<file path="src/design/acdc_pkg.sv">
// shared constants of the accelerometer change-detection configuration block
`default_nettype none
package acdc_pkg;
    // register offsets
    localparam logic [7:0] ADDR_AXIS_ENABLES   = 8'h2f;
    localparam logic [7:0] ADDR_CONTROL        = 8'h30;
    localparam logic [7:0] ADDR_OUTSIDE_DBNC   = 8'h31;
    localparam logic [7:0] ADDR_INSIDE_DBNC    = 8'h32;
    // axis enable field positions
    localparam int X_OUTSIDE_BIT               = 5;
    localparam int Y_OUTSIDE_BIT               = 4;
    localparam int Z_OUTSIDE_BIT               = 3;
    localparam int X_INSIDE_BIT                = 2;
    localparam int Y_INSIDE_BIT                = 1;
    localparam int Z_INSIDE_BIT                = 0;
    // control field positions
    localparam int ENABLE_BIT                  = 7;
    localparam int REF_MODE_HI                 = 6;
    localparam int REF_MODE_LO                 = 5;
    localparam int OUTSIDE_STYLE_BIT           = 4;
    localparam int INSIDE_STYLE_BIT            = 3;
    localparam int INSIDE_COMBINE_BIT          = 2;
    localparam int VECTOR_MODE_BIT             = 1;
    localparam int MANUAL_RELOAD_BIT           = 0;
    // reset values by strap setting
    localparam logic [7:0] AXIS_RESET_GND      = 8'h00;
    localparam logic [7:0] AXIS_RESET_VDD      = 8'h38;
    localparam logic [7:0] CONTROL_RESET_GND   = 8'h00;
    localparam logic [7:0] CONTROL_RESET_VDD   = 8'hd8;
    localparam logic [7:0] DBNC_RESET          = 8'h00;
    // reference update modes
    localparam logic [1:0] REF_ON_EVENT        = 2'b00;
    localparam logic [1:0] REF_HOLD            = 2'b01;
    localparam logic [1:0] REF_SLOPE           = 2'b10;
    localparam logic [1:0] REF_ABSOLUTE        = 2'b11;
    // sample width and strap settle count
    localparam int SAMPLE_W                    = 12;
    localparam logic [1:0] BOOT_SETTLE         = 2'h2;
endpackage : acdc_pkg
`default_nettype wire

</file>
<file path="src/design/acdc_debounce.sv">
// debounce counter for one window-comparator result
`default_nettype none
module acdc_debounce (
    input  wire logic       sys_clk_in,
    input  wire logic       rst_n_in,
    input  wire logic       tick_in,
    input  wire logic       clear_in,
    input  wire logic       cond_in,
    input  wire logic       style_in,
    input  wire logic [7:0] count_in,
    output logic            flag_out,
    output logic            rise_out
);
    import acdc_pkg::*;

    typedef struct packed {
        logic [7:0] cnt;
        logic       flag;
    } acdc_dbnc_t;

    acdc_dbnc_t st_q;
    acdc_dbnc_t st_d;

    // count up while true, decrement or clear while false
    always_comb begin
        st_d = st_q;
        if (clear_in) begin
            st_d.cnt  = 8'h00;
            st_d.flag = 1'b0;
        end else if (tick_in) begin
            if (cond_in) begin
                if (st_q.cnt < count_in) begin
                    st_d.cnt = st_q.cnt + 8'h01;
                end
                // a count lowered below the running value still fires
                if (st_d.cnt >= count_in) begin
                    st_d.flag = 1'b1;
                end
            end else if (style_in) begin
                st_d.cnt  = 8'h00;
                st_d.flag = 1'b0;
            end else if (st_q.cnt != 8'h00) begin
                st_d.cnt = st_q.cnt - 8'h01;
            end else begin
                st_d.flag = 1'b0;
            end
        end
    end

    always_ff @(posedge sys_clk_in or negedge rst_n_in) begin
        if (!rst_n_in) begin
            st_q <= '0;
        end else begin
            st_q <= st_d;
        end
    end

    assign flag_out = st_q.flag;
    // rise seen in the evaluating cycle so the same sample can be captured
    assign rise_out = st_d.flag & ~st_q.flag;

    AST_DECREMENT: assert property (@(posedge sys_clk_in) disable iff (!rst_n_in)
        tick_in && !clear_in && !cond_in && !style_in && st_q.cnt != 8'h00
        |=> st_q.cnt == $past(st_q.cnt) - 8'h01)
        else $error("debounce count did not step down");
    AST_CLEAR_STYLE: assert property (@(posedge sys_clk_in) disable iff (!rst_n_in)
        tick_in && !cond_in && style_in |=> st_q.cnt == 8'h00 && !flag_out)
        else $error("debounce count not cleared on false result");
    AST_SET_AT_COUNT: assert property (@(posedge sys_clk_in) disable iff (!rst_n_in)
        tick_in && !clear_in && cond_in && ({1'b0, st_q.cnt} + 9'h001 >= {1'b0, count_in})
        |=> flag_out)
        else $error("event flag not set at programmed count");
    AST_HOLD_FALSE: assert property (@(posedge sys_clk_in) disable iff (!rst_n_in)
        flag_out && tick_in && !clear_in && !cond_in && !style_in && st_q.cnt != 8'h00
        |=> flag_out)
        else $error("event flag dropped before count plus one false periods");
endmodule : acdc_debounce
`default_nettype wire

</file>
<file path="src/design/acdc_change_detect.sv">
// change-detection window comparator configuration, references and debounce
// Operation
// y and z outside-window enables at bits 4,3
// x,y,z inside-window enables at bits 2,1,0
// enable bit 7 low gates function off
// enable default follows strap and motion option
// enabling initialises references per update mode
// mode 00: first sample, reload on event rise
// mode 01: first sample, then hold until reload
// mode 10: reference follows every evaluated sample
// mode 11: references fixed at zero
// outside style 0: false result decrements counter
// flag after count; count+1 false periods rearm
// outside style 1: false result clears counter
// inside combine: 0 is and, 1 is or
// vector mode uses x channel only
// manual reload within one period, self-clearing
// inside style selects decrement or clear
// one evaluation per sample while enabled, active
`default_nettype none
module acdc_change_detect (
    input  wire logic                          sys_clk_in,
    input  wire logic                          rst_n_in,
    input  wire logic                          boot_strap_select_in,
    input  wire logic                          motion_wake_option_in,
    input  wire logic                          sensor_active_in,
    input  wire logic                          sample_tick_in,
    input  wire logic [acdc_pkg::SAMPLE_W-1:0] sample_x_in,
    input  wire logic [acdc_pkg::SAMPLE_W-1:0] sample_y_in,
    input  wire logic [acdc_pkg::SAMPLE_W-1:0] sample_z_in,
    input  wire logic [acdc_pkg::SAMPLE_W-1:0] upper_threshold_in,
    input  wire logic [acdc_pkg::SAMPLE_W-1:0] lower_threshold_in,
    input  wire logic [7:0]                    reg_addr_in,
    input  wire logic [7:0]                    reg_wdata_in,
    input  wire logic                          reg_wr_in,
    input  wire logic                          reg_rd_in,
    output logic      [7:0]                    reg_rdata_out,
    output logic                               func_clock_enable_out,
    output logic      [acdc_pkg::SAMPLE_W-1:0] ref_x_out,
    output logic      [acdc_pkg::SAMPLE_W-1:0] ref_y_out,
    output logic      [acdc_pkg::SAMPLE_W-1:0] ref_z_out,
    output logic                               outside_event_active_flag_out,
    output logic                               inside_event_active_flag_out
);
    import acdc_pkg::*;

    typedef struct packed {
        logic [7:0]          axis_en;
        logic [7:0]          ctrl;
        logic [7:0]          out_count;
        logic [7:0]          in_count;
        logic [SAMPLE_W-1:0] ref_x;
        logic [SAMPLE_W-1:0] ref_y;
        logic [SAMPLE_W-1:0] ref_z;
        logic                first_pending;
        logic                en_prev;
        logic                strap_s1;
        logic                strap_s2;
        logic                mot_s1;
        logic                mot_s2;
        logic [1:0]          boot_wait;
        logic                boot_done;
        logic [7:0]          rdata;
        logic                clk_en;
    } acdc_state_t;

    acdc_state_t st_q;
    acdc_state_t st_d;

    logic                       enabled;
    logic                       eval;
    logic                       vec_mode;
    logic [1:0]                 ref_mode;
    logic [SAMPLE_W-1:0]        smp     [3];
    logic [SAMPLE_W-1:0]        refv    [3];
    logic [2:0]                 axis_out;
    logic [2:0]                 axis_in;
    logic [2:0]                 out_en;
    logic [2:0]                 in_en;
    logic                       ot_cond;
    logic                       wt_cond;
    logic                       ot_flag;
    logic                       ot_rise;
    logic                       wt_flag;
    logic                       load_ref;

    // function runs only after the strap defaults are in place
    assign enabled  = st_q.ctrl[ENABLE_BIT] & st_q.boot_done;
    assign eval     = enabled & sensor_active_in & sample_tick_in;
    assign vec_mode = st_q.ctrl[VECTOR_MODE_BIT];
    assign ref_mode = st_q.ctrl[REF_MODE_HI:REF_MODE_LO];
    assign smp[0]   = sample_x_in;
    assign smp[1]   = sample_y_in;
    assign smp[2]   = sample_z_in;
    assign refv[0]  = st_q.ref_x;
    assign refv[1]  = st_q.ref_y;
    assign refv[2]  = st_q.ref_z;

    // per-axis window compare on sample minus reference, wrapping at 12 bits
    for (genvar a = 0; a < 3; a++) begin : g_axis
        logic signed [SAMPLE_W-1:0] delta;
        assign delta = $signed(smp[a] - refv[a]);
        assign axis_out[a] = (delta > $signed(upper_threshold_in)) ||
                             (delta < $signed(lower_threshold_in));
        assign axis_in[a]  = (delta < $signed(upper_threshold_in)) &&
                             (delta > $signed(lower_threshold_in));
    end

    // vector magnitude arrives on x; y and z drop out of both windows
    assign out_en = {st_q.axis_en[Z_OUTSIDE_BIT] & ~vec_mode,
                     st_q.axis_en[Y_OUTSIDE_BIT] & ~vec_mode,
                     st_q.axis_en[X_OUTSIDE_BIT]};
    assign in_en  = {st_q.axis_en[Z_INSIDE_BIT] & ~vec_mode,
                     st_q.axis_en[Y_INSIDE_BIT] & ~vec_mode,
                     st_q.axis_en[X_INSIDE_BIT]};
    assign ot_cond = |(axis_out & out_en);
    // and over no enabled axis reads false, so an empty set never fires
    assign wt_cond = st_q.ctrl[INSIDE_COMBINE_BIT] ? |(axis_in & in_en) :
                     ((in_en != 3'b000) && ((axis_in & in_en) == in_en));

    // outside-window debounce
    acdc_debounce u_outside (
        .sys_clk_in (sys_clk_in),
        .rst_n_in   (rst_n_in),
        .tick_in    (eval),
        .clear_in   (~enabled),
        .cond_in    (ot_cond),
        .style_in   (st_q.ctrl[OUTSIDE_STYLE_BIT]),
        .count_in   (st_q.out_count),
        .flag_out   (ot_flag),
        .rise_out   (ot_rise)
    );

    // inside-window debounce
    acdc_debounce u_inside (
        .sys_clk_in (sys_clk_in),
        .rst_n_in   (rst_n_in),
        .tick_in    (eval),
        .clear_in   (~enabled),
        .cond_in    (wt_cond),
        .style_in   (st_q.ctrl[INSIDE_STYLE_BIT]),
        .count_in   (st_q.in_count),
        .flag_out   (wt_flag),
        .rise_out   ()
    );

    // which reference load happens on this evaluation
    always_comb begin
        load_ref = 1'b0;
        case (ref_mode)
            REF_ON_EVENT: load_ref = st_q.first_pending | ot_rise |
                                     st_q.ctrl[MANUAL_RELOAD_BIT];
            REF_HOLD:     load_ref = st_q.first_pending |
                                     st_q.ctrl[MANUAL_RELOAD_BIT];
            REF_SLOPE:    load_ref = 1'b1;
            REF_ABSOLUTE: load_ref = 1'b0;
            default:      load_ref = 1'b0;
        endcase
    end

    // strap capture, register writes, reference update
    always_comb begin
        st_d          = st_q;
        st_d.strap_s1 = boot_strap_select_in;
        st_d.strap_s2 = st_q.strap_s1;
        st_d.mot_s1   = motion_wake_option_in;
        st_d.mot_s2   = st_q.mot_s1;
        if (!st_q.boot_done) begin
            if (st_q.boot_wait == BOOT_SETTLE) begin
                st_d.boot_done = 1'b1;
                st_d.axis_en   = st_q.strap_s2 ? AXIS_RESET_VDD : AXIS_RESET_GND;
                st_d.ctrl      = CONTROL_RESET_GND;
                if (st_q.strap_s2) begin
                    st_d.ctrl = CONTROL_RESET_VDD;
                    st_d.ctrl[ENABLE_BIT] = st_q.mot_s2;
                end
            end else begin
                st_d.boot_wait = st_q.boot_wait + 2'h1;
            end
        end else begin
            if (eval) begin
                // reload request is consumed by this evaluation, absolute mode too
                st_d.ctrl[MANUAL_RELOAD_BIT] = 1'b0;
                st_d.first_pending = 1'b0;
                if (ref_mode == REF_ABSOLUTE) begin
                    st_d.ref_x = '0;
                    st_d.ref_y = '0;
                    st_d.ref_z = '0;
                end else if (load_ref) begin
                    st_d.ref_x = sample_x_in;
                    st_d.ref_y = sample_y_in;
                    st_d.ref_z = sample_z_in;
                end
            end
            if (reg_wr_in) begin
                case (reg_addr_in)
                    ADDR_AXIS_ENABLES: st_d.axis_en   = reg_wdata_in;
                    ADDR_OUTSIDE_DBNC: st_d.out_count = reg_wdata_in;
                    ADDR_INSIDE_DBNC:  st_d.in_count  = reg_wdata_in;
                    ADDR_CONTROL: begin
                        st_d.ctrl[7:1] = reg_wdata_in[7:1];
                        // a new request wins over the clear of an old one
                        if (reg_wdata_in[MANUAL_RELOAD_BIT]) begin
                            st_d.ctrl[MANUAL_RELOAD_BIT] = 1'b1;
                        end
                    end
                    default: st_d.ctrl = st_d.ctrl;
                endcase
            end
        end
        // a fresh enable arms the first-sample capture
        st_d.en_prev = st_d.ctrl[ENABLE_BIT] & st_d.boot_done;
        if (st_d.en_prev && !st_q.en_prev) begin
            st_d.first_pending = 1'b1;
        end
        st_d.clk_en = st_d.en_prev;
        if (reg_rd_in) begin
            case (reg_addr_in)
                ADDR_AXIS_ENABLES: st_d.rdata = st_q.axis_en;
                ADDR_CONTROL:      st_d.rdata = st_q.ctrl;
                ADDR_OUTSIDE_DBNC: st_d.rdata = st_q.out_count;
                ADDR_INSIDE_DBNC:  st_d.rdata = st_q.in_count;
                default:           st_d.rdata = 8'h00;
            endcase
        end
    end

    // state register; strap defaults land after release, not under reset
    always_ff @(posedge sys_clk_in or negedge rst_n_in) begin
        if (!rst_n_in) begin
            st_q           <= '0;
            st_q.out_count <= DBNC_RESET;
            st_q.in_count  <= DBNC_RESET;
        end else begin
            st_q <= st_d;
        end
    end

    assign reg_rdata_out                 = st_q.rdata;
    assign func_clock_enable_out         = st_q.clk_en;
    assign ref_x_out                     = st_q.ref_x;
    assign ref_y_out                     = st_q.ref_y;
    assign ref_z_out                     = st_q.ref_z;
    assign outside_event_active_flag_out = ot_flag;
    assign inside_event_active_flag_out  = wt_flag;

    AST_R1_Y_ONLY: assert property (@(posedge sys_clk_in) disable iff (!rst_n_in)
        st_q.axis_en[5:3] == 3'b010 && !vec_mode |-> ot_cond == axis_out[1])
        else $error("outside result not driven by y alone");
    AST_R2_Z_ONLY: assert property (@(posedge sys_clk_in) disable iff (!rst_n_in)
        st_q.axis_en[2:0] == 3'b001 && !vec_mode |-> wt_cond == axis_in[2])
        else $error("inside result not driven by z alone");
    AST_R3_GATED: assert property (@(posedge sys_clk_in) disable iff (!rst_n_in)
        !st_q.ctrl[ENABLE_BIT] |-> !func_clock_enable_out ##1 !outside_event_active_flag_out)
        else $error("function still clocked while disabled");
    AST_R4_STRAP: assert property (@(posedge sys_clk_in) disable iff (!rst_n_in)
        $rose(st_q.boot_done) |-> st_q.ctrl[ENABLE_BIT] == ($past(st_q.strap_s2) &&
        $past(st_q.mot_s2)))
        else $error("enable default does not follow strap");
    AST_R5_ARM: assert property (@(posedge sys_clk_in) disable iff (!rst_n_in)
        $rose(enabled) |-> st_q.first_pending)
        else $error("first-sample capture not armed on enable");
    AST_R6_EVENT: assert property (@(posedge sys_clk_in) disable iff (!rst_n_in)
        eval && ref_mode == REF_ON_EVENT && ot_rise |=> ref_y_out == $past(sample_y_in))
        else $error("reference not reloaded on event rise");
    AST_R7_HOLD: assert property (@(posedge sys_clk_in) disable iff (!rst_n_in)
        ref_mode == REF_HOLD && !st_q.first_pending && !st_q.ctrl[MANUAL_RELOAD_BIT]
        && enabled && !reg_wr_in |=> $stable(ref_x_out) && $stable(ref_z_out))
        else $error("held reference changed");
    AST_R8_SLOPE: assert property (@(posedge sys_clk_in) disable iff (!rst_n_in)
        eval && ref_mode == REF_SLOPE |=> ref_z_out == $past(sample_z_in))
        else $error("slope reference not following sample");
    AST_R9_ZERO: assert property (@(posedge sys_clk_in) disable iff (!rst_n_in)
        eval && ref_mode == REF_ABSOLUTE |=> ref_x_out == '0 && ref_y_out == '0)
        else $error("absolute mode reference not zero");
    AST_R13_OR: assert property (@(posedge sys_clk_in) disable iff (!rst_n_in)
        st_q.ctrl[INSIDE_COMBINE_BIT] && st_q.axis_en[2:0] == 3'b111 && !vec_mode
        |-> wt_cond == |axis_in)
        else $error("inside or-combine wrong");
    AST_R14_VECTOR: assert property (@(posedge sys_clk_in) disable iff (!rst_n_in)
        vec_mode |-> ot_cond == (axis_out[0] && st_q.axis_en[X_OUTSIDE_BIT]))
        else $error("vector mode looked past x");
    AST_R15_RELOAD: assert property (@(posedge sys_clk_in) disable iff (!rst_n_in)
        eval && st_q.ctrl[MANUAL_RELOAD_BIT] && ref_mode != REF_ABSOLUTE && !reg_wr_in
        |=> ref_x_out == $past(sample_x_in) && !st_q.ctrl[MANUAL_RELOAD_BIT])
        else $error("manual reload not done or not self-cleared");
    AST_R17_IDLE: assert property (@(posedge sys_clk_in) disable iff (!rst_n_in)
        st_q.boot_done && !sensor_active_in ##1 !sensor_active_in
        |-> $stable(ref_x_out) && $stable(ref_y_out))
        else $error("reference moved while sensor inactive");

    COV_EVENT_RISE:  cover property (@(posedge sys_clk_in) disable iff (!rst_n_in)
        eval && ot_rise);
    COV_MANUAL:      cover property (@(posedge sys_clk_in) disable iff (!rst_n_in)
        eval && st_q.ctrl[MANUAL_RELOAD_BIT] && ref_mode == REF_HOLD);
    COV_INSIDE_FLAG: cover property (@(posedge sys_clk_in) disable iff (!rst_n_in)
        $rose(inside_event_active_flag_out));
    COV_VECTOR:      cover property (@(posedge sys_clk_in) disable iff (!rst_n_in)
        eval && vec_mode);
    COV_SLOPE:       cover property (@(posedge sys_clk_in) disable iff (!rst_n_in)
        eval && ref_mode == REF_SLOPE);

    // disabled function freezes refs; clear styles drop flags at once
    AST_R3_FROZEN: assert property (@(posedge sys_clk_in) disable iff (!rst_n_in)
        !enabled |=> $stable(ref_x_out) && $stable(ref_z_out))
        else $error("reference moved while function disabled");
    AST_R12_OUT_CLEAR: assert property (@(posedge sys_clk_in) disable iff (!rst_n_in)
        eval && !ot_cond && st_q.ctrl[OUTSIDE_STYLE_BIT] |=> !outside_event_active_flag_out)
        else $error("outside flag kept after false result in clear style");
    AST_R14_VEC_INSIDE: assert property (@(posedge sys_clk_in) disable iff (!rst_n_in)
        vec_mode && !st_q.ctrl[INSIDE_COMBINE_BIT] && st_q.axis_en[X_INSIDE_BIT]
        |-> wt_cond == axis_in[0])
        else $error("vector mode inside result looked past x");
    AST_R16_IN_CLEAR: assert property (@(posedge sys_clk_in) disable iff (!rst_n_in)
        eval && !wt_cond && st_q.ctrl[INSIDE_STYLE_BIT] |=> !inside_event_active_flag_out)
        else $error("inside flag kept after false result in clear style");
endmodule : acdc_change_detect
`default_nettype wire

</file>
<file path="config.mk">
export PLATFORM = sky130hd
export DESIGN_NAME = acdc_change_detect
export DESIGN_NICKNAME = d
export VERILOG_FILES = /design/src/design/acdc_pkg.sv /design/src/design/acdc_debounce.sv /design/src/design/acdc_change_detect.sv
export SDC_FILE = /design/constraint.sdc
export NUM_CORES = 1
export LEC_CHECK = 0
export ABC_AREA = 1
export BUFFER_PORTS_ARGS = -buffer_cell sky130_fd_sc_hd__buf_2
export CORE_AREA = 2 2 161 163
export CTS_BUF_LIST = sky130_fd_sc_hd__clkbuf_8
export DETAILED_ROUTE_END_ITERATION = 7
export DIE_AREA = 0 0 163 165
export PLACE_DENSITY_LB_ADDON = 0.12
export SLEW_MARGIN = 25
export SYNTH_ARGS = -nofsm -noshare
export SYNTH_HDL_FRONTEND = slang
export SYNTH_SLANG_ARGS = --single-unit
</file>
<file path="constraint.sdc">
create_clock -name sys_clk_in -period 3.7 [get_ports sys_clk_in]
set_input_delay 0 -clock sys_clk_in [delete_from_list [all_inputs] [get_ports sys_clk_in]]
set_output_delay 0 -clock sys_clk_in [all_outputs]
set_load 0.1 [all_outputs]
</file>
== Word-level counts from Yosys, hierarchy flattened ==
Cells that the tools add are included.
Word-level totals
  flip-flop bits (word level): 103
  latch bits: 0
  bits in writable memories: 0
  memory bits (read-only): 0
  bits of input ports: 84
  output and inout bits: 47
  memories: 0
Cells by class
  add/subtract/negate cells: 8
  $mul: 0
  div/mod/pow operators: 0
  $lt $le $gt $ge: 16
  eq/ne operators: 17
  shift-type cells: 0
  mux-type cells: 43
  bitwise gates (word level): 18
  reductions and logical operators: 29
Operators by type and width (number)
  8-bit two-way mux: 15
  12-bit > comparator: 6
  12-bit < comparator: 6
  36-bit two-way mux: 2
  9-bit two-way mux: 8
  12-bit subtractor: 3
  8-bit by 6-bit equality test with 1-bit output, second input constant: 4
  16-bit two-way mux: 2
  32-bit two-way mux: 1
  8-bit one-hot mux with 4 select lines: 1
  3-bit AND reduction: 6
  8-bit by 1-bit adder with 8-bit output, second input constant: 2
  8-bit greater-or-equal comparator: 2
  8-bit < comparator: 2
  8-bit nonzero test: 2
  8-bit by 1-bit subtractor with 8-bit output, second input constant: 2
  1-bit two-way mux: 12
  1-bit bitwise AND: 9
  4-bit by 2-bit != test with 1-bit output, second input constant: 2
  2-bit AND reduction: 4
  2-bit nonzero test: 4
  3-bit bitwise AND: 2
  2-bit equality test, second input constant: 3
  6-bit two-way mux: 1
  other kinds (16): 30

== Logic depth before layout (Yosys ltp) ==
Gate-level depths: netlist of run 1.
  word-level depth: 19
  gate-level depth with buffers: 34
  mapped depth without buffers: 33

== By module ==
Synthesis of run 1 repeated with hierarchy kept, for this count alone.
Unflattened totals
  cells, all modules: 1426
  area total of the unflattened synthesis: 10117.2 µm²
Modules (own cells, without submodules)
  acdc_change_detect: times used 1, cells each 998, area an instance 7429.6 µm², seq. area each 2127.0 µm²
  acdc_debounce: times used 2, cells each 214, area an instance 1343.8 µm², seq. area each 225.2 µm²

== Least setup slack after synthesis of run 1 ==
Ideal clock, no wire load.
  path type: register to register
  from: register st_q, in the netlist ref_x_out[0]
  to: register st_q, in the netlist ref_y_out[0]
  library setup time: 0.117 ns
  arrival: 3.650 ns
  data required time: 3.583 ns
  path slack: -0.066 ns
  stages on the path, launching flop included: 33
  path buffers: 1
  clock period less this slack: 3.766 ns
  cells stage by stage: dfrtp_1 ha_1 inv_1 fa_1 nand3_1 nand2_1 a21oi_1 inv_1 a21oi_1 o21ai_0 nand2_1 nand2_1 a21oi_1 xor2_1 ha_1 nand2_1 nor2_1 and2_2 nand2_2 nand3_2 nand2_1 nand2_2 nand2_2 nand2_2 nand3_4 nand2_2 nand3_2 nand3_2 nand2_4 nand2_8 buf_12 nand2_2 nand2_1
On the way
  cells in the longest elaborated chain, start to end: 14
  elaborated cells between the ends (all ways): 15
  classes of those cells: add/sub (1); order compare (2); mux (4); bitwise (4); reduce/logical (4)
RTL lines
  from (decl): line acdc_change_detect.sv:67  | acdc_state_t st_q;
  from (signal assigned): line acdc_change_detect.sv:235  | st_q <= st_d;
  12-bit subtractor (*): line acdc_change_detect.sv:102  | assign delta = $signed(smp[a] - refv[a]);
  12-bit > comparator or 12-bit < comparator (tied branches): line acdc_change_detect.sv:103, acdc_change_detect.sv:104
  1-bit logical OR (*): line acdc_change_detect.sv:103  | assign axis_out[a] = (delta > $signed(upper_threshold_in)) ||
  3-bit bitwise AND (*): line acdc_change_detect.sv:116  | assign ot_cond = |(axis_out & out_en);
  3-bit OR reduction (*): line acdc_change_detect.sv:116
  9-bit two-way mux (*): line acdc_debounce.sv:31  | if (cond_in) begin
  9-bit two-way mux (*): line acdc_debounce.sv:30  | end else if (tick_in) begin
  9-bit two-way mux (*): line acdc_debounce.sv:27  | if (clear_in) begin
  1-bit bitwise AND (*): line acdc_debounce.sv:60  | assign rise_out = st_d.flag & ~st_q.flag;
  1-bit bitwise OR (*) (2 in a row): line acdc_change_detect.sv:151  | REF_ON_EVENT: load_ref = st_q.first_pending | ot_rise |
  1-bit one-hot mux with 4 select lines (*): line acdc_change_detect.sv:150  | case (ref_mode)
  2-bit nonzero test (no line) (*)
  3-bit AND reduction (no line) (*)
Mark *: on every way between the ends. The rest lies on a longest branch, timed or not. The select of a mux whose other input is x is not followed.
A chain may end at the register's enable or synchronous reset.

== Worst setup path in the final report of run 1 ==
  from: register st_q, in the netlist ref_x_out[0]
  to: register st_q, in the netlist ref_z_out[2]
The elaborated chain is that of the path after synthesis.

==> impl_results.md, run 1 <==
- Status: finished, violations left
- Failing checks: setup timing
- Core Util, Final: 51.5%
- Leakage power total: 6.95 nW
- Core Area: 25000 um^2
- Pwr dens: 684 nW/um^2
- Crit path arrival time: 4410 ps
- Fill cells: 2531
- Main synth FF type: dfrtp_1
- Simple-gate portion of the synthesized area: 24.4%
- Clock insertion delay at the later pin of the skew report: 400 ps
- Largest net degree at the start of global routing: 58
- Area share of fa/ha/maj cells after synthesis: 18.5%
- Largest family of logic cells by synthesized area: simple AND/OR/NAND/NOR gates
- Crit-path max cell delay: 380 ps
- Starting Density: 39.7%
- Slew headroom: 45.6%
- Vias: 9863
- EDFF count, synth: 0
- Drt pass-1 iters: 5
- Reg area: 2580 um^2
- F_max: 244 MHz
- First DRT Iteration DRCs: 708
- Tot GR Track Use: 22.7%
- H-tree Lvls: 3
- Distinct cell type count of the synthesized netlist: 48
- Cells after Synth: 1393
- Area Growth Syn to Fin: 29.6%
- Synth Net Count: 1622
- DR WL/cell: 15.4 um
- Max Cap Viol: 0
- WP buf/inv: 4
- Worst-margin pin slew: 815 ps
- Cts bufs inserted: 9
- Fraction of layout cells with a size suffix above 1: 24.7%
- Max-slew violation count: 0
- CP required: 4000 ps
- WS Path Type: flip-flop to flip-flop
- Clk_skew: 13.8 ps
- Sequential share of the synthesized area: 25.9%
- Area occupied by multi-input gates: 6460 um^2
- Synth Area in Compound Gates: 11.8%
- Mapped Area: 9940 um^2
- Worst vdd ir: 0.422 mV
- Total grt overflow: 0
- Mux share of post-synthesis cell area: 0.113%
- Critical path's top delay family: simple AND/OR/NAND/NOR gates
- DRC violations left: 0
- CTS clock-pin slew for the worst setup and hold paths: 120 ps
- NumNets Final: 1880
- Finished Layout Cells: 1985
- Die Ht: 165 um
- Initial antenna violation count: 0
- Setup WS post-layout: -406 ps
- Antenna-violating nets left: 0
- Port-buffer cells: 130
- Diode count: 0
- Post-Route WL: 30.6 mm
- Vias in the first global route: 9248
- Max Fanout on Critical Path: 9
- Slowest-stage cell, CP: dfrtp_1
- Die width: 163 um
- Share of async-settable or async-resettable flops after synthesis: 100%
- RSZ-0062 raised after global routing: yes
- Post-layout min period: 4110 ps
- Clock tree root buffer cell: clkbuf_8
- Synthesis-stage register bit count: 103
- Clk sinks: 103
- # rows: 58
- Post-Synth XOR/XNOR Area: 4.58%
- Hold Vio Cnt, Final: 0
- First-pass GRT wire length: 47.8 mm
- Placer Congestion: 0.852
- # IOs: 131
- Count of final setup violators: 53
- Die ar.: 26900 um^2
- Post-DP HPWL: 22.7 mm
- Critical Path End Type: flip-flop
- TritonCTS clock tree: done
- Worst Setup Start Kind: flip-flop
- Syn avg cell area: 7.14 um^2
- Placed cell count: 1883
- Tcrit/Tclk final: 111%
- Min-delay worst type: input port to flip-flop
- Clk buf depth: 2
- Avg Vias per Cell: 4.97
- Synth warnings: 0
==> repair_timing <==
action,4_1_cts,5_1_grt
setup endpoints to repair,53,54
gates resized for setup,87,60
setup buffers,25,8
cloned,9,0
pin swaps,37,48
hold buffers,48,0
hold endpoints to repair,121,0
==> layout by cell type, fill, tap and decap left out, types with 10 or more instances in the layout <==
master         instances
buf_2                129
nand4_1               28
buf_6                 11
dfrtp_1              103
a21oi_1               60
buf_4                115
ha_1                 134
o21ai_2               10
nand3_1               88
inv_1                251
o22ai_1               12
nor2_1                85
dlygate4sd3_1         48
xor2_1                42
nand2_2               44
o21ai_0               62
nand2_1              252
o21ai_1               21
==> cell families (layout without fill, tap and decap cells) <==
logic type,Yosys count,in the layout
xor+xnor,52,52
fa+ha+maj,145,145
compound gates,211,211
buf+inv,329,586
mux,1,1
simple gates,552,557
flops,103,103
==> registers in the layout, summed over array words and instances (netlist names) <==
| signal | flops |
|---|---|
| ref_z_out | 12 |
| st_d | 2 |
| reg_rdata_out | 8 |
| in_en | 1 |
| ref_x_out | 12 |
| u_inside.st_q | 8 |
| st_q | 34 |
| ref_y_out | 12 |
| func_clock_enable_out | 1 |
| u_outside.st_q | 8 |
| u_inside.flag_out | 1 |
| u_outside.flag_out | 1 |
| ref_mode | 2 |
| out_en | 1 |
==> area by class of cell <==
type	instances	share of cell area [%]
multi-input combinational	966	50.1
sequential	103	20.0
timing repair buffer	310	17.7
inverter	261	7.63
tap	330	3.20
clock buffer	9	0.961
clock inverter	6	0.388
==> tightest hold or removal path: stages <==
cell and delay [ps]:
buf_2 130, buf_4 130, inv_1 40, nor2_1 40
nand3_1 60, nand2_1 50
==> synth_stat cells, types with 12 or more instances <==
master    number  area (um^2)
clkbuf_1      14         52.6
nand2_2       18          113
nor2_1        95          357
nand3_1       97          485
o22ai_1       12         75.1
buf_4         47          353
inv_1        259          972
dfrtp_1      103         2580
a21oi_1       68          340
xor2_1        44          385
ha_1         142         1780
nand2_1      285         1070
nand4_1       28          175
o21ai_0       86          430
==> final timing paths <==
check	from	to	slack, ps	cells past startpoint
worst max-delay path	ref_x_out[0]$_DFFE_PN0P_	ref_z_out[2]$_DFFE_PN0P_	-410	29
worst min-delay path	sample_z_in[1]	ref_z_out[1]$_DFFE_PN0P_	70	6
worst max register to register	ref_x_out[0]$_DFFE_PN0P_	ref_z_out[2]$_DFFE_PN0P_	-410	29
worst min register to register	st_d[14]$_DFF_PN0_	st_q[14]$_DFF_PN0_	370	0
max in group asynchronous	rst_n_in	u_outside.st_q[4]$_DFFE_PN0P_	2600	3
min in group asynchronous	rst_n_in	ref_x_out[3]$_DFFE_PN0P_	190	2
==> per-stage QoR <==
stage | power (W) | cell area [um^2] | setup TNS (ps) | hold WS (ps) | setup WS (ps)
6_report | 0.00881 | 12900 | -17220 | 67.0 | -406
5_1_grt | 0.00964 | 12900 | -33460 | 104 | -685
4_1_cts | 0.00854 | 12600 | -15910 | 57.7 | -369
3_5_place_dp | 0.00732 | 11300 | -22790 | 109 | -485
3_3_place_gp | 0.00723 | 11300 | -20640 | 110 | -429
2_1_floorplan | 0.00586 | 9990 | 0 | -296 | 21.7
==> power breakdown <==
part | switching [W] | internal [W]
registers | 0.000210 | 0.00131
logic | 0.00403 | 0.00254
clock network | 0.000469 | 0.000254
total | 0.00471 | 0.00410
==> layer usage <==
layer / up-vias / global-route usage, % / wire length [um]
met3: 26 / 2.94 / 1740
li1: 4990 / - / -
met5: - / 0 / 0
met2: 278 / 35.8 / 13400
met4: 0 / 5.63 / 417
met1: 4569 / 32.9 / 15000
Note: power is estimated with default switching activity, not from simulation.
==> run 2, diff against run 1 <==
--- a/config.mk
+++ b/config.mk
@@ -12,6 +12,7 @@
 export DETAILED_ROUTE_END_ITERATION = 7
 export DIE_AREA = 0 0 163 165
 export PLACE_DENSITY_LB_ADDON = 0.12
+export RECOVER_POWER = 25
 export SLEW_MARGIN = 25
 export SYNTH_ARGS = -nofsm -noshare
 export SYNTH_HDL_FRONTEND = slang
==> run 2 against run 1 <==
Compared with the run above:
- clock skew about the same
- the flow finishes with violations (capacitance limit, slew limit, setup timing)
- largest power group unchanged
- clock power about the same
- critical endpoint unchanged
- highest routed layer unchanged
- wire length about the same
- via count unchanged
- critical path type unchanged
- setup slack about the same
- design area about the same
- die area unchanged
- register-to-register slack about the same
==> impl_results.md, run 2 (synthesized netlist as in run 1, its figures left out) <==
- Worst vdd ir: 0.422 mV (about the same)
- Cts bufs inserted: 9 (unchanged)
- WP buf/inv: 4 (unchanged)
- F_max: 244 MHz (about the same)
- Worst hold slack: 67.0 ps (unchanged)
- Total grt overflow: 0 (unchanged)
- Reg area: 2580 um^2 (unchanged)
- Area occupied by multi-input gates: 6460 um^2 (unchanged)
- Status: finished, violations left (unchanged)
- Antenna-violating nets left: 0 (unchanged)
- Overall power: 0.00881 W (about the same)
- Pwr dens: 684 nW/um^2 (about the same)
- DR WL/cell: 15.4 um (about the same)
- Met2 global-route usage: 35.8% (unchanged)
- Most frequent cells in the layout: nand2_1, inv_1, ha_1 (unchanged)
- Finished Cell Area: 12900 um^2 (about the same)
- Clk buf depth: 2 (unchanged)
- Clock insertion delay at the later pin of the skew report: 400 ps (about the same)
- Slowest-stage cell, CP: dfrtp_1 (unchanged)
- Tcrit/Tclk final: 111% (about the same)
- Critical Path End Type: flip-flop (unchanged)
- Grt peak-use layer: met2 (unchanged)
- Avg Vias per Cell: 4.97 (unchanged)
- Tot GR Track Use: 22.7% (unchanged)
- First-pass GRT wire length: 47.8 mm (unchanged)
- Reg power frac: 17.2% (about the same)
- H-tree Lvls: 3 (unchanged)
- Clock tree root buffer cell: clkbuf_8 (unchanged)
- Largest net degree at the start of global routing: 58 (unchanged)
- Core Util, Final: 51.4% (was 51.5%)
- RSZ-0062 raised after global routing: yes (unchanged)
- Area post-placement: 11300 um^2 (unchanged)
- # IOs: 131 (unchanged)
- Placer Congestion: 0.852 (unchanged)
- Failing checks: capacitance limit, slew limit, setup timing (was setup timing)
- Hold Vio Cnt, Final: 0 (unchanged)
- Worst Setup Start Kind: flip-flop (unchanged)
- Grt met3 use: 2.94% (unchanged)
- Worst-margin pin slew: 1500 ps (was 815 ps)
- Starting Density: 39.7% (unchanged)
- Most common cell after layout, fill and taps aside: nand2_1 (unchanged)
- Die width: 163 um (unchanged)
- Max Cap Viol: 1 (was 0)
- Post-layout min period: 4110 ps (about the same)
- Leakage power total: 6.95 nW (about the same)
- Crit path arrival time: 4410 ps (about the same)
- Setup WS post-layout: -406 ps (about the same)
- CP required: 4000 ps (about the same)
- Critical path's top delay family: simple AND/OR/NAND/NOR gates (unchanged)
- Core Area: 25000 um^2 (unchanged)
- Initial antenna violation count: 0 (unchanged)
- WS Path Type: flip-flop to flip-flop (unchanged)
- Met1 Resource Use GR: 32.9% (unchanged)
- Diode count: 0 (unchanged)
- Max Fanout on Critical Path: 9 (unchanged)
- Count of final setup violators: 53 (unchanged)
- CTS clock-pin slew for the worst setup and hold paths: 120 ps (about the same)
- TritonCTS clock tree: done (unchanged)
- Clk sinks: 103 (unchanged)
- Vias: 9863 (unchanged)
- Slew headroom: -0.174% (was 45.6%)
- Int Pwr: 0.00410 W (about the same)
- Min-delay worst type: input port to flip-flop (unchanged)
- Drt pass-1 iters: 5 (unchanged)
- Vias in the first global route: 9248 (unchanged)
- Setup slack, reg-to-reg: -410 ps (about the same)
- NumNets Final: 1880 (unchanged)
- First DRT Iteration DRCs: 708 (unchanged)
- Die ar.: 26900 um^2 (unchanged)
- Comb power frac: 74.5% (about the same)
- Crit-path max cell delay: 380 ps (about the same)
- Max reg flops: 34 (unchanged)
- Die Ht: 165 um (unchanged)
- Area Growth Syn to Fin: 29.6% (about the same)
- Fraction of layout cells with a size suffix above 1: 24.7% (unchanged)
- Net Sw Power: 0.00471 W (about the same)
- Clk_skew: 13.8 ps (about the same)
- Max-slew violation count: 42 (was 0)
- # rows: 58 (unchanged)
- DRC violations left: 0 (unchanged)
- Post-DP HPWL: 22.7 mm (unchanged)
- Clock power frac: 8.2% (about the same)
- Post-Route WL: 30.6 mm (about the same)
- Switching share of total power: 53.4% (about the same)
- Port-buffer cells: 130 (unchanged)
- Reg with most FFs: st_q (unchanged)
- Fill cells: 2532 (was 2531)
run 2: final cells by class:
class | count | area share [%]
Tap cell | 330 | 3.21
Timing Repair Buffer | 310 | 17.6
Multi-Input combinational cell | 966 | 50.2
Inverter | 261 | 7.63
Clock inverter | 6 | 0.389
Clock buffer | 9 | 0.962
Sequential cell | 103 | 20.0
run 2: worst paths after layout:
check,from,endpoint,cells past startpoint
min,sample_z_in[1],ref_z_out[1]$_DFFE_PN0P_,6
max reg2reg,ref_x_out[0]$_DFFE_PN0P_,ref_z_out[2]$_DFFE_PN0P_,29
min reg2reg,st_d[14]$_DFF_PN0_,st_q[14]$_DFF_PN0_,0
min in group asynchronous,rst_n_in,ref_x_out[3]$_DFFE_PN0P_,2
max,ref_x_out[0]$_DFFE_PN0P_,ref_z_out[2]$_DFFE_PN0P_,29
max in group asynchronous,rst_n_in,u_outside.st_q[4]$_DFFE_PN0P_,3
run 2: stage by stage:
stage | worst slack (ps) | cells | TNS [ps]
3_5_place_dp | -485 | 1883 | -22790
2_1_floorplan | 21.7 | 1393 | 0
4_1_cts | -369 | 1978 | -15910
3_3_place_gp | -429 | 1883 | -20640
6_report | -406 | 1985 | -17220
5_1_grt | -685 | 1985 | -33460
run 2: repair_timing:
action,4_1_cts,5_1_grt
resized for setup,87,60
pin swaps,37,48
setup buffers,25,8
cloned,9,0
endpoints found under the hold margin,121,0
endpoints found under the setup margin,53,54
hold buffers,48,0
run 2: power groups by stage:
stage                     Clock, W  Sequential [W]  Combinational (W)
after floorplan                  0         0.00151            0.00435
after global placement           0         0.00152            0.00571
after detailed placement         0         0.00153            0.00579
after CTS                 0.000743         0.00151            0.00628
after global routing      0.000783         0.00155            0.00731
final                     0.000724         0.00152            0.00657
run 2: tightest hold or removal path, delay by kind of cell:
kind                   cells  cell delay, ps
AND/OR/NAND/NOR            3             150
buffers and inverters      3             300
run 2: routing by layer:
metal / part of all wire (%) / wire (um)
met5: 0 / 0
met4: 1.4 / 417
met3: 5.7 / 1740
met2: 44 / 13400
met1: 49 / 15000
==> run 3, diff against run 2 <==
--- a/config.mk
+++ b/config.mk
@@ -11,8 +11,9 @@
 export CTS_BUF_LIST = sky130_fd_sc_hd__clkbuf_8
 export DETAILED_ROUTE_END_ITERATION = 7
 export DIE_AREA = 0 0 163 165
-export PLACE_DENSITY_LB_ADDON = 0.12
+export PLACE_DENSITY = 0.7
 export RECOVER_POWER = 25
+export REMOVE_ABC_BUFFERS = 1
 export SLEW_MARGIN = 25
 export SYNTH_ARGS = -nofsm -noshare
 export SYNTH_HDL_FRONTEND = slang
==> run 3 against run 2 <==
Compared with the run above:
- the flow still finishes with violations (capacitance limit, slew limit, setup timing)
- power up 1.6%
- largest cell class unchanged
- clock power is 7.2% higher
- sequential power hardly changed
- setup slack got worse by 96 ps
- via count is 3.3% higher
- non-clock buffer count is 2 lower
- critical path depth unchanged
- wire length up 5.4%
- maximum frequency is 2.3% lower
- worst hold slack worse by 29 ps
- die area unchanged
==> impl_results.md, run 3 (synthesized netlist as in run 1, its figures left out) <==
- Status: finished, violations left (unchanged)
- Failing checks: capacitance limit, slew limit, setup timing (unchanged)
- RSZ-0062 raised after global routing: yes (unchanged)
- Antenna-violating nets left: 0 (unchanged)
- CP required: 4010 ps (was 4000 ps)
- Post-Route WL: 32.3 mm (was 30.6 mm)
- # IOs: 131 (unchanged)
- Clk buf depth: 2 (unchanged)
- Max reg flops: 34 (unchanged)
- Setup WS post-layout: -502 ps (was -406 ps)
- Tot GR Track Use: 23.5% (was 22.7%)
- Reg area: 2580 um^2 (unchanged)
- # rows: 58 (unchanged)
- Pre-CTS WS: -563 ps (was -485 ps)
- Area occupied by multi-input gates: 6560 um^2 (was 6460 um^2)
- Avg Vias per Cell: 5.13 (was 4.97)
- Die ar.: 26900 um^2 (unchanged)
- Die width: 163 um (unchanged)
- CTS clock-pin slew for the worst setup and hold paths: 120 ps (about the same)
- WS Path Type: flip-flop to flip-flop (unchanged)
- NumNets Final: 1879 (was 1880)
- Vias in the first global route: 9529 (was 9248)
- Post-DP HPWL: 22.8 mm (was 22.7 mm)
- DRC violations left: 0 (unchanged)
- Core Area: 25000 um^2 (unchanged)
- Post-layout min period: 4200 ps (was 4110 ps)
- Fraction of layout cells with a size suffix above 1: 25.5% (was 24.7%)
- Min-delay worst type: input port to flip-flop (unchanged)
- Area post-placement: 11300 um^2 (about the same)
- First-pass GRT wire length: 49.1 mm (was 47.8 mm)
- Max Fanout on Critical Path: 5 (was 9)
- Slowest-stage cell, CP: dfrtp_1 (unchanged)
- Initial antenna violation count: 0 (unchanged)
- Clock tree root buffer cell: clkbuf_8 (unchanged)
- Largest net degree at the start of global routing: 44 (was 58)
- First DRT Iteration DRCs: 879 (was 708)
- Slew headroom: -58.7% (was -0.174%)
- Core Util, Final: 51.8% (was 51.4%)
- Die Ht: 165 um (unchanged)
- Worst Setup Start Kind: flip-flop (unchanged)
- Hold Vio Cnt, Final: 0 (unchanged)
- F_max: 238 MHz (was 244 MHz)
- Tcrit/Tclk final: 114% (was 111%)
- Most common cell after layout, fill and taps aside: inv_1 (was nand2_1)
- Diode count: 0 (unchanged)
- TritonCTS clock tree: done (unchanged)
- Clk_skew: 11.4 ps (was 13.8 ps)
- Clock insertion delay at the later pin of the skew report: 410 ps (was 400 ps)
- Reg with most FFs: st_q (unchanged)
- Placer Congestion: 0.956 (was 0.852)
- Pwr dens: 690 nW/um^2 (was 684 nW/um^2)
- Area Growth Syn to Fin: 30.5% (was 29.6%)
- Worst vdd ir: 0.331 mV (was 0.422 mV)
- Cts bufs inserted: 9 (unchanged)
- Drt pass-1 iters: 6 (was 5)
- Worst-margin pin slew: 2380 ps (was 1500 ps)
- Clk sinks: 103 (unchanged)
- Starting Density: 39.7% (unchanged)
- Finished Cell Area: 13000 um^2 (was 12900 um^2)
- Total grt overflow: 0 (unchanged)
- Port-buffer cells: 130 (unchanged)
- Critical Path End Type: flip-flop (unchanged)
- Count of final setup violators: 54 (was 53)
- Leakage power total: 6.95 nW (about the same)
- H-tree Lvls: 3 (unchanged)
- Max Cap Viol: 2 (was 1)
- Crit path arrival time: 4510 ps (was 4410 ps)
- Most frequent cells in the layout: inv_1, nand2_1, ha_1 (was nand2_1, inv_1, ha_1)
- Max-slew violation count: 88 (was 42)
- Vias: 10200 (was 9863)
- Fill cells: 2364 (was 2532)
- DR WL/cell: 16.2 um (was 15.4 um)
- Crit-path max cell delay: 400 ps (was 380 ps)
-- run 3: changes by cell type in the layout (fill, tap and decap cells not counted), moves of 4 or more --
cell and delta:
nor2_4 +4, o21ai_0 +4, nand3_1 -4, nand3_2 +4, nand2_2 +9, nand2_1 -7
-- run 3: final cells by class --
cell class | count | area share [%]
Timing Repair Buffer | 308 | 17.3
Clock buffer | 9 | 0.955
Multi-Input combinational cell | 967 | 50.6
Sequential cell | 103 | 19.9
Clock inverter | 7 | 0.579
Inverter | 261 | 7.58
Tap cell | 330 | 3.18
-- run 3: worst paths after layout --
kind                                          start                       endpoint  slack (ps)  cells after the start
min reg2reg                      st_d[12]$_DFF_PN0_             st_q[12]$_DFF_PN0_         360                      0
min                                  sample_y_in[0]       ref_y_out[0]$_DFFE_PN0P_          40                      6
max reg2reg                ref_y_out[2]$_DFFE_PN0P_       ref_y_out[3]$_DFFE_PN0P_        -500                     29
min in group asynchronous                  rst_n_in       ref_x_out[2]$_DFFE_PN0P_         980                      3
max                        ref_y_out[2]$_DFFE_PN0P_       ref_y_out[3]$_DFFE_PN0P_        -500                     29
max in group asynchronous                  rst_n_in  u_outside.st_q[5]$_DFFE_PN0P_        1180                      3
-- run 3: routing by layer --
metal	routed length [um]	up-vias	GRT usage, %
met2	14600	378	37.9
met4	968	0	8.61
met3	2330	69	4.07
li1	-	4996	-
met1	14300	4749	31.7
met5	0	-	0
-- run 3: worst max-delay path: cells and delay by family, from the launching register on --
family	cells	cell delay, ps
simple gates	18	1710
compound gates	5	780
fa+ha+maj	2	520
flops	1	400
buf+inv	3	400
xor+xnor	1	240
-- run 3: stage by stage --
stage	std cells	total power, W	hold slack [ps]	TNS (ps)
4_1_cts	1975	0.00841	22.9	-18780
6_report	1985	0.00895	37.5	-23000
5_1_grt	1985	0.00970	68.9	-38540
2_1_floorplan	1325	0.00560	-296	-48660
3_3_place_gp	1881	0.00707	-102	-23080
3_5_place_dp	1881	0.00721	-99.4	-28160
-- run 3: repair_timing --
action,in CTS,in global routing
setup endpoints to repair,54,54
pin swaps,33,54
hold endpoints to repair,170,0
cloned,8,1
hold buffers,49,0
gates resized for setup,73,98
setup buffers,23,10
-- run 3: power breakdown --
group          switching, W  total [W]  leakage [nW]  internal (W)
registers          0.000205    0.00152          1.34       0.00131
clock network      0.000504   0.000776         0.104      0.000271
logic               0.00414    0.00666          5.51       0.00251
